### src/rtl/vrd_pkg.sv
// constants and layouts shared by the receive and direction control block
package vrd_pkg;
    // ------------------------------------------------------------------
    // register port
    // ------------------------------------------------------------------
    localparam int ADDR_W = 8;
    localparam int DATA_W = 32;
    localparam logic [7:0] OFS_CTRL = 8'h00;
    localparam logic [7:0] OFS_IRQ_EN = 8'h04;
    localparam logic [7:0] OFS_IRQ_MAP = 8'h08;
    localparam logic [7:0] OFS_STATUS = 8'h0c;
    localparam logic [7:0] OFS_INT_MASK = 8'h10;
    localparam logic [7:0] OFS_STATE = 8'h14;

    // ------------------------------------------------------------------
    // field layouts
    // ------------------------------------------------------------------
    localparam int CTRL_W = 3;
    localparam int CTRL_SYSCON_BIT = 0;
    localparam int CTRL_ROR_BIT = 1;
    localparam int CTRL_AUTOID_BIT = 2;
    localparam int NUM_BR = 4;
    localparam int NUM_SRC = 8;
    localparam int NUM_PCI_INT = 8;
    localparam int MAP_W = 3;
    localparam int NUM_EV = 4;
    localparam int EV_BERR_BIT = 0;
    localparam int EV_RELEASE_BIT = 1;
    localparam int EV_SYSFAIL_BIT = 2;
    localparam int EV_AUTOID_CLK_BIT = 3;
    localparam int SR_BUSY_BIT = 0;
    localparam int SR_BERR_BIT = 1;
    localparam int SR_REQ_LSB = 2;
    localparam int SR_GNT_LSB = 6;
    localparam int SR_REL_BIT = 10;
    localparam int SR_CLK_BIT = 11;

    // ------------------------------------------------------------------
    // reset values
    // ------------------------------------------------------------------
    localparam logic [CTRL_W-1:0] CTRL_RST = 3'h0;
    localparam logic [NUM_SRC-1:0] IRQ_EN_RST = 8'h00;
    localparam logic [NUM_SRC*MAP_W-1:0] IRQ_MAP_RST = 24'h000000;
    localparam logic [NUM_EV-1:0] INT_MASK_RST = 4'h0;

    // ------------------------------------------------------------------
    // synchroniser vector layout
    // ------------------------------------------------------------------
    localparam int SYNC_W = 16;
    localparam int SY_BUSY = 0;
    localparam int SY_BERR = 1;
    localparam int SY_BR = 2;
    localparam int SY_IRQ = 5;
    localparam int SY_SYSFAIL = 13;
    localparam int SY_SYSRST = 14;
    localparam int SY_SYSCLK = 15;
    localparam logic [SYNC_W-1:0] SYNC_RST = 16'h7fff;

    // ------------------------------------------------------------------
    // timing
    // ------------------------------------------------------------------
    localparam int CLK_NS = 25;
    localparam int SYSCLK_HALF_NS = 50;
    localparam logic [1:0] SYSCLK_HALF_CYC = 2'((SYSCLK_HALF_NS + CLK_NS - 1) / CLK_NS);

    typedef enum logic [1:0] {ARB_IDLE, ARB_GRANT, ARB_HOLD} vrd_arb_t;
endpackage

### src/rtl/vrd_sync_if.sv
// carrier between the top and its input synchroniser
`timescale 1ns/1ps
interface vrd_sync_if;
    import vrd_pkg::*;
    logic [SYNC_W-1:0] raw;
    logic [SYNC_W-1:0] sync;
    modport sync_mp (input raw, output sync);
    modport user_mp (output raw, input sync);
endinterface

### src/rtl/vrd_sync.sv
// two-stage synchroniser for all pin inputs of the block
`timescale 1ns/1ps
module vrd_sync
    import vrd_pkg::*;
(
    input wire logic clk_i,
    input wire logic rst_b_i,
    vrd_sync_if.sync_mp sif
);
    typedef struct packed {
        logic [SYNC_W-1:0] s1;
        logic [SYNC_W-1:0] s2;
    } vrd_sync_st_t;

    vrd_sync_st_t state_r;
    vrd_sync_st_t state_nxt;

    // first stage feeds only the second stage
    always_comb begin
        state_nxt = state_r;
        state_nxt.s1 = sif.raw;
        state_nxt.s2 = state_r.s1;
    end

    always_ff @(posedge clk_i or negedge rst_b_i) begin
        if (!rst_b_i) begin
            state_r <= {SYNC_RST, SYNC_RST};
        end else begin
            state_r <= state_nxt;
        end
    end

    assign sif.sync = state_r.s2;
endmodule

### src/rtl/vrd_top.sv
// receive-side bus monitoring, interrupt routing and transceiver direction control
`timescale 1ns/1ps
module vrd_top
    import vrd_pkg::*;
(
    input wire logic MCLK_I,
    input wire logic RST_B_I,
    input wire logic [ADDR_W-1:0] ADDR_I,
    input wire logic [DATA_W-1:0] WR_DATA_I,
    input wire logic WR_STB_I,
    input wire logic RD_STB_I,
    output logic [DATA_W-1:0] RD_DATA_O,
    output logic IRQ_O,
    input wire logic BUS_BUSY_IN_N_I,
    input wire logic BUS_ERROR_IN_N_I,
    input wire logic [NUM_BR-1:0] BUS_REQUEST_IN_N_I,
    input wire logic [7:1] VME_IRQ_IN_N_I,
    input wire logic SYSTEM_FAILURE_IN_N_I,
    input wire logic SYSTEM_RESET_IN_N_I,
    input wire logic SYSTEM_CLOCK_PIN_I,
    output logic SYSTEM_CLOCK_PIN_O,
    output logic SYSTEM_CLOCK_PIN_OE_O,
    input wire logic OWN_BUS_I,
    input wire logic SLAVE_DRIVE_I,
    output logic BUS_FREE_O,
    output logic BUS_ERROR_O,
    output logic RELEASE_REQ_O,
    output logic [NUM_BR-1:0] BUS_GRANT_O,
    output logic BUS_CLEAR_OUT_N_O,
    output logic [NUM_PCI_INT-1:0] PCI_INT_N_O,
    output logic LOCAL_RESET_OUT_N_O,
    output logic SLAVE_XCVR_DIRECTION_O,
    output logic SYSCON_XCVR_DIRECTION_O
);
    // ------------------------------------------------------------------
    // state
    // ------------------------------------------------------------------
    typedef struct packed {
        logic [CTRL_W-1:0] ctrl;
        logic [NUM_SRC-1:0] irq_en;
        logic [NUM_SRC*MAP_W-1:0] irq_map;
        logic [NUM_EV-1:0] status;
        logic [NUM_EV-1:0] int_mask;
        logic [DATA_W-1:0] rdata;
        vrd_arb_t arb;
        logic [NUM_BR-1:0] grant;
        logic [1:0] cur_lvl;
        logic bclr_n;
        logic [1:0] div_cnt;
        logic sysclk_o;
        logic sysclk_oe;
        logic clk_prev;
        logic berr_prev_n;
        logic sysfail_prev_n;
        logic [NUM_PCI_INT-1:0] pci_int_n;
        logic local_reset_out_n_n;
        logic slave_dir;
        logic release_req;
        logic irq;
    } vrd_state_t;

    localparam vrd_state_t ST_RST = '{
        ctrl: CTRL_RST,
        irq_en: IRQ_EN_RST,
        irq_map: IRQ_MAP_RST,
        status: '0,
        int_mask: INT_MASK_RST,
        rdata: '0,
        arb: ARB_IDLE,
        grant: '0,
        cur_lvl: 2'h0,
        bclr_n: 1'b1,
        div_cnt: 2'h0,
        sysclk_o: 1'b0,
        sysclk_oe: 1'b0,
        clk_prev: 1'b0,
        berr_prev_n: 1'b1,
        sysfail_prev_n: 1'b1,
        pci_int_n: '1,
        local_reset_out_n_n: 1'b0,
        slave_dir: 1'b0,
        release_req: 1'b0,
        irq: 1'b0
    };

    vrd_state_t state_r;
    vrd_state_t state_nxt;

    // ------------------------------------------------------------------
    // input synchroniser
    // ------------------------------------------------------------------
    vrd_sync_if sif ();

    assign sif.raw = {SYSTEM_CLOCK_PIN_I, SYSTEM_RESET_IN_N_I, SYSTEM_FAILURE_IN_N_I,
                      VME_IRQ_IN_N_I, BUS_REQUEST_IN_N_I,
                      BUS_ERROR_IN_N_I, BUS_BUSY_IN_N_I};

    vrd_sync u_sync (
        .clk_i(MCLK_I),
        .rst_b_i(RST_B_I),
        .sif(sif)
    );

    logic busy_n_s;
    logic berr_n_s;
    logic [NUM_BR-1:0] br_n_s;
    logic [NUM_SRC-1:0] src_n_s;
    logic sysrst_n_s;
    logic sysclk_s;

    assign busy_n_s = sif.sync[SY_BUSY];
    assign berr_n_s = sif.sync[SY_BERR];
    assign br_n_s = sif.sync[SY_BR +: NUM_BR];
    assign src_n_s = {sif.sync[SY_IRQ + 1 +: 7], sif.sync[SY_SYSFAIL]};
    assign sysrst_n_s = sif.sync[SY_SYSRST];
    assign sysclk_s = sif.sync[SY_SYSCLK];

    // ------------------------------------------------------------------
    // interrupt routing
    // ------------------------------------------------------------------
    // source 0 is system failure, sources 1 to 7 are the interrupt levels
    logic [NUM_SRC-1:0] src_act;
    logic [NUM_PCI_INT-1:0] route_hit;

    assign src_act = ~src_n_s & state_r.irq_en;

    genvar gj;
    generate
        for (gj = 0; gj < NUM_PCI_INT; gj++) begin : g_route
            always_comb begin
                route_hit[gj] = 1'b0;
                for (int i = 0; i < NUM_SRC; i++) begin
                    if (src_act[i] && (state_r.irq_map[i*MAP_W +: MAP_W] == MAP_W'(gj))) begin
                        route_hit[gj] = 1'b1;
                    end
                end
            end
        end
    endgenerate

    // ------------------------------------------------------------------
    // helpers
    // ------------------------------------------------------------------
    // level 3 has the highest priority
    function automatic logic [1:0] top_req(input logic [NUM_BR-1:0] req);
        logic [1:0] lvl;
        lvl = 2'h0;
        for (int i = 0; i < NUM_BR; i++) begin
            if (req[i]) begin
                lvl = 2'(i);
            end
        end
        return lvl;
    endfunction

    function automatic logic [NUM_BR-1:0] higher_mask(input logic [1:0] lvl);
        logic [NUM_BR-1:0] m;
        m = '0;
        for (int i = 0; i < NUM_BR; i++) begin
            if (2'(i) > lvl) begin
                m[i] = 1'b1;
            end
        end
        return m;
    endfunction

    // ------------------------------------------------------------------
    // next state
    // ------------------------------------------------------------------
    logic [NUM_BR-1:0] req;
    logic syscon;
    logic release_on_request_mode;
    logic autoid;
    logic drive_syscon;
    logic wr_any;
    logic [NUM_EV-1:0] ev;
    logic [DATA_W-1:0] state_word;
    logic [DATA_W-1:0] rd_mux;

    always_comb begin
        state_nxt = state_r;
        req = ~br_n_s;
        syscon = state_r.ctrl[CTRL_SYSCON_BIT];
        release_on_request_mode = state_r.ctrl[CTRL_ROR_BIT];
        autoid = state_r.ctrl[CTRL_AUTOID_BIT];
        drive_syscon = syscon && !autoid;
        wr_any = WR_STB_I;
        ev = '0;
        state_word = '0;
        rd_mux = '0;

        // register writes
        if (wr_any) begin
            case (ADDR_I)
                OFS_CTRL: state_nxt.ctrl = WR_DATA_I[CTRL_W-1:0];
                OFS_IRQ_EN: state_nxt.irq_en = WR_DATA_I[NUM_SRC-1:0];
                OFS_IRQ_MAP: state_nxt.irq_map = WR_DATA_I[NUM_SRC*MAP_W-1:0];
                OFS_INT_MASK: state_nxt.int_mask = WR_DATA_I[NUM_EV-1:0];
                default: ;
            endcase
        end

        // requester: give up the bus once another master asks for it
        state_nxt.release_req = release_on_request_mode && OWN_BUS_I && (|req);

        // events
        state_nxt.berr_prev_n = berr_n_s;
        state_nxt.sysfail_prev_n = src_n_s[0];
        state_nxt.clk_prev = sysclk_s;
        ev[EV_BERR_BIT] = state_r.berr_prev_n && !berr_n_s;
        ev[EV_RELEASE_BIT] = state_nxt.release_req && !state_r.release_req;
        ev[EV_SYSFAIL_BIT] = state_r.sysfail_prev_n && !src_n_s[0];
        ev[EV_AUTOID_CLK_BIT] = autoid && (sysclk_s != state_r.clk_prev);

        // sticky status, a new event wins over a write-one clear
        state_nxt.status = state_r.status;
        if (wr_any && ADDR_I == OFS_STATUS) begin
            state_nxt.status = state_r.status & ~WR_DATA_I[NUM_EV-1:0];
        end
        state_nxt.status = state_nxt.status | ev;
        state_nxt.irq = |(state_nxt.status & state_nxt.int_mask);

        // arbiter, only active as system controller
        case (state_r.arb)
            ARB_IDLE: begin
                state_nxt.grant = '0;
                state_nxt.bclr_n = 1'b1;
                if (syscon && busy_n_s && (|req)) begin
                    state_nxt.cur_lvl = top_req(req);
                    state_nxt.grant = NUM_BR'(1) << top_req(req);
                    state_nxt.arb = ARB_GRANT;
                end
            end
            ARB_GRANT: begin
                if (!busy_n_s) begin
                    state_nxt.grant = '0;
                    state_nxt.arb = ARB_HOLD;
                end else if (!req[state_r.cur_lvl]) begin
                    state_nxt.grant = '0;
                    state_nxt.arb = ARB_IDLE;
                end
            end
            ARB_HOLD: begin
                // ask the owner to leave when a higher level is waiting
                state_nxt.bclr_n = !(|(req & higher_mask(state_r.cur_lvl)));
                if (busy_n_s) begin
                    state_nxt.bclr_n = 1'b1;
                    state_nxt.arb = ARB_IDLE;
                end
            end
            default: begin
                state_nxt.grant = '0;
                state_nxt.bclr_n = 1'b1;
                state_nxt.arb = ARB_IDLE;
            end
        endcase
        if (!syscon) begin
            state_nxt.grant = '0;
            state_nxt.bclr_n = 1'b1;
            state_nxt.arb = ARB_IDLE;
        end

        // bus clear goes out only while its transceiver faces the bus
        if (!drive_syscon) begin
            state_nxt.bclr_n = 1'b1;
        end

        // system clock divider, held low while the pin is an input
        state_nxt.sysclk_oe = drive_syscon;
        if (drive_syscon) begin
            if (state_r.div_cnt == SYSCLK_HALF_CYC - 2'h1) begin
                state_nxt.div_cnt = 2'h0;
                state_nxt.sysclk_o = !state_r.sysclk_o;
            end else begin
                state_nxt.div_cnt = state_r.div_cnt + 2'h1;
            end
        end else begin
            state_nxt.div_cnt = 2'h0;
            state_nxt.sysclk_o = 1'b0;
        end

        state_nxt.slave_dir = SLAVE_DRIVE_I;
        state_nxt.pci_int_n = ~route_hit;
        state_nxt.local_reset_out_n_n = 1'b1;

        // readback; raw interrupt levels are left out on purpose
        state_word[SR_BUSY_BIT] = !busy_n_s;
        state_word[SR_BERR_BIT] = !berr_n_s;
        state_word[SR_REQ_LSB +: NUM_BR] = req;
        state_word[SR_GNT_LSB +: NUM_BR] = state_r.grant;
        state_word[SR_REL_BIT] = state_r.release_req;
        state_word[SR_CLK_BIT] = sysclk_s;
        if (RD_STB_I) begin
            case (ADDR_I)
                OFS_CTRL: rd_mux = DATA_W'(state_r.ctrl);
                OFS_IRQ_EN: rd_mux = DATA_W'(state_r.irq_en);
                OFS_IRQ_MAP: rd_mux = DATA_W'(state_r.irq_map);
                OFS_STATUS: rd_mux = DATA_W'(state_r.status);
                OFS_INT_MASK: rd_mux = DATA_W'(state_r.int_mask);
                OFS_STATE: rd_mux = state_word;
                default: rd_mux = '0;
            endcase
        end
        state_nxt.rdata = rd_mux;

        // incoming system reset clears everything and holds local reset
        if (!sysrst_n_s) begin
            state_nxt = ST_RST;
        end
    end

    always_ff @(posedge MCLK_I or negedge RST_B_I) begin
        if (!RST_B_I) begin
            state_r <= ST_RST;
        end else begin
            state_r <= state_nxt;
        end
    end

    // ------------------------------------------------------------------
    // outputs
    // ------------------------------------------------------------------
    assign RD_DATA_O = state_r.rdata;
    assign IRQ_O = state_r.irq;
    assign BUS_FREE_O = busy_n_s;
    assign BUS_ERROR_O = !berr_n_s;
    assign RELEASE_REQ_O = state_r.release_req;
    assign BUS_GRANT_O = state_r.grant;
    assign BUS_CLEAR_OUT_N_O = state_r.bclr_n;
    assign PCI_INT_N_O = state_r.pci_int_n;
    assign LOCAL_RESET_OUT_N_O = state_r.local_reset_out_n_n;
    assign SLAVE_XCVR_DIRECTION_O = state_r.slave_dir;
    assign SYSCON_XCVR_DIRECTION_O = state_r.sysclk_oe;
    assign SYSTEM_CLOCK_PIN_O = state_r.sysclk_o;
    assign SYSTEM_CLOCK_PIN_OE_O = state_r.sysclk_oe;
endmodule

### config.mk
export PLATFORM = sky130hd
export DESIGN_NAME = vrd_top
export DESIGN_NICKNAME = d
export VERILOG_FILES = /design/src/rtl/vrd_pkg.sv /design/src/rtl/vrd_sync_if.sv /design/src/rtl/vrd_sync.sv /design/src/rtl/vrd_top.sv
export SDC_FILE = /design/constraint.sdc
export NUM_CORES = 1
export LEC_CHECK = 0
export BUFFER_PORTS_ARGS = -buffer_cell sky130_fd_sc_hd__buf_2
export CORE_MARGIN = 5
export CORE_UTILIZATION = 43
export DETAILED_ROUTE_END_ITERATION = 8
export PLACE_DENSITY = 0.76
export SLEW_MARGIN = 20
export SYNTH_ARGS = -nofsm -noshare
export SYNTH_HDL_FRONTEND = slang
export SYNTH_SLANG_ARGS = --single-unit
### constraint.sdc
create_clock -name MCLK_I -period 2.13 [get_ports MCLK_I]
set_clock_uncertainty 0.05 [all_clocks]
set_input_delay 0.213 -clock MCLK_I [delete_from_list [all_inputs] [get_ports MCLK_I]]
set_output_delay 0.213 -clock MCLK_I [all_outputs]
set_load 0.01 [all_outputs]
==> results.toml <==
[sta]
hold_violations = 0
timing.fmax_ghz = 0.585
min_period_ns = 1.71
slew_headroom_pct = 54.7
worst_pin_slew_ns = 0.679
maxSlewViolCount = 0
tns_ns = 0
fin_crit_sh_pct = 80.2
setup_slack_ns = 0.422
setup_viol = 0
rsz0062_at_grt = "no"

[route]
vias = 4391
drt-initial-drc-count = 350
viasPerCell = 5.54
drc = 0
drt_wl_total_microns = 14800
routedWlPerCell_microns = 18.6
ant_nets = 0
drt-pass1-iter-count = 7

[synthesis]
ys_seq_area_share_pct = 57.5
avgSynthCellArea_sq_um = 11.4
synth_edf_count = 0
synthCells = 492
async_flop_share_pct = 100
synth_area_leader_cell = "dfrtp_1"
synth_flop_cell = "dfrtp_1"
synth_top_area_share_pct = 38.3
synth_area_sq_mm = 0.00562
synth.area.top_cells = "dfrtp_1, dfstp_2, buf_4"
yosys.cell_types.count = 49
synth_common_cells = "dfrtp_1, buf_4, dfstp_2"
yosys_warnings = 0
synth-seq-cells = 127
synth.most_common_cell = "dfrtp_1"

[clocking]
post_cts_resized = 0
cts_tree = "yes"
cts_buffer_depth = 2
clk_latency_ns = 0.42
clk_pin_slew_worst_paths_ns = 0.05
cts_root_buf = "clkbuf_16"
htree_levels = 4
numCtsBuffers = 17
clkSinkCount = 127
post-cts-setup-buffers = 0

[cells_and_area]
drive_gt1_share_pct = 31.9
antenna_cells = 0
syn_to_final_growth_pct = 25.4
layout.nets = 670

[placed_design]
dp_hpwl_microns = 10300
routabilityCongestion = 0.908
portBuffers = 99
post-place-ws_ns = 0.0611

[outcome]
status = "finished clean"

[critical_path]
required_ns = 2.43
cp-startpoint = "state_r[20]"
cp_max_fo = 4
path_class = "flop to flop"
end_kind = "flop"
worstPathArrival_ns = 2.01
start_kind = "flop"
timing.rr.start = "state_r[20]"

[run]
cap_violations = 0

[grt]
grt_pass1_vias = 4604
antenna_found_initial = 0
grt_use_total_pct = 19.5
met1_usage_pct = 23.4
grt_max_degree = 128
top_usage_layer = "met2"
grt_pass1_wl_microns = 23800
grtUsageMet2_pct = 32.6
met3_usage_pct = 5.92
overflow = 0

[pwr]
p_leak_nw = 3.08
vdd.ir_drop.worst_v = 0.000390
p_per_area_mw_per_mm2 = 793

[die]
die_y_microns = 124
initial_core_util_pct = 44.1
core_area_sq_mm = 0.0127
num_io_pins = 116
dieWidth_microns = 124
die_area_sq_mm = 0.0154
row_count = 41

[hold_path]
min_from = "WR_DATA_I[7]"
min_path_type = "input pin to flop"
-- cells by family after synthesis --
family          Yosys count  share of synthesized area [%]
simple gates            155                           16.0
flops                   127                           57.5
compound gates          126                           16.4
buf+inv                  72                           7.95
mux                       8                           1.65
xor+xnor                  3                          0.468
other cells               1                         0.0668
-- flip-flops by register name, indices dropped and copies added (netlist names), 4 cells and up --
| name | cells |
|---|---|
| state_r | 50 |
| RD_DATA_O | 24 |
| PCI_INT_N_O | 8 |
| BUS_GRANT_O | 4 |
| u_sync.state_nxt | 16 |
| u_sync.sif.sync | 16 |
-- metal layers --
metal  vias up  routed length [microns]
li1       2007                        -
met2       189                     7400
met4         0                      359
met5         -                        0
met3        31                      927
met1      2164                     6100
-- through the flow --
stage	cells	hold slack [ns]	utilization [%]	area (sq um)	power (mW)
after floorplan	499	-0.133	-	5640	2.62
after global placement	723	0.268	47.9	6090	2.76
after detailed placement	723	0.270	47.9	6090	2.77
after CTS	793	0.00722	55.4	7040	5.62
after global routing	793	0.0119	55.4	7040	5.79
final	793	0.0197	55.4	7040	5.58
-- cell type report --
cell class / instances / area, sq um
repair buffers: 156 / 1030
clock inverters: 7 / 85.1
well taps: 172 / 215
multi-input cells: 300 / 1970
fillers: 1107 / 5680
clock buffers: 25 / 485
flip-flops and latches: 127 / 3230
inverters: 6 / 22.5
-- timing repair --
action,in CTS,in global routing
hold buffers,38,0
hold endpoints to repair,123,0
setup endpoints to repair,0,0
-- report_power, final --
group	switching, mW	internal [mW]	leakage (nW)
Combinational	0.158	0.120	1.17
Clock	0.993	1.80	0.285
Sequential	0.0281	2.48	1.62
Total	1.18	4.40	3.08
-- worst paths after layout --
check	end	slack, ns	depth (start not counted)
worst max-delay path	BUS_GRANT_O[3]	0.42	4
worst min-delay path	state_r[75]	0.02	2
worst max register to register	BUS_GRANT_O[3]	0.42	4
worst min register to register	u_sync.sif.sync[2]	0.30	0
max in group asynchronous	state_r[63]	1.14	3
min in group asynchronous	SYSTEM_CLOCK_PIN_O	0.35	3
-- critical path, stage by stage (launching register included) --
cell and delay, ns:
dfrtp_1 0.41, mux4_2 0.56, o22ai_1 0.13, nor2b_1 0.31
a22o_1 0.19
-- layout by cell type, fill, tap and decap left out, types with 7 or more instances in the layout --
cell type / n
o41ai_1: 8
mux2i_1: 7
conb_1: 8
nand2b_1: 23
dfrtp_1: 86
dfstp_2: 41
buf_4: 19
nand3_1: 10
a21oi_1: 23
a22o_1: 25
nand4_1: 7
nor2_1: 17
nand2_1: 27
and2_1: 16
a22oi_1: 9
clkbuf_16: 17
o31ai_1: 16
dlygate4sd3_1: 38
or3_1: 9
nand3b_1: 10
o22ai_1: 25
or3b_2: 8
nor3_1: 8
buf_2: 98
Power figures use the tool's default switching activity.
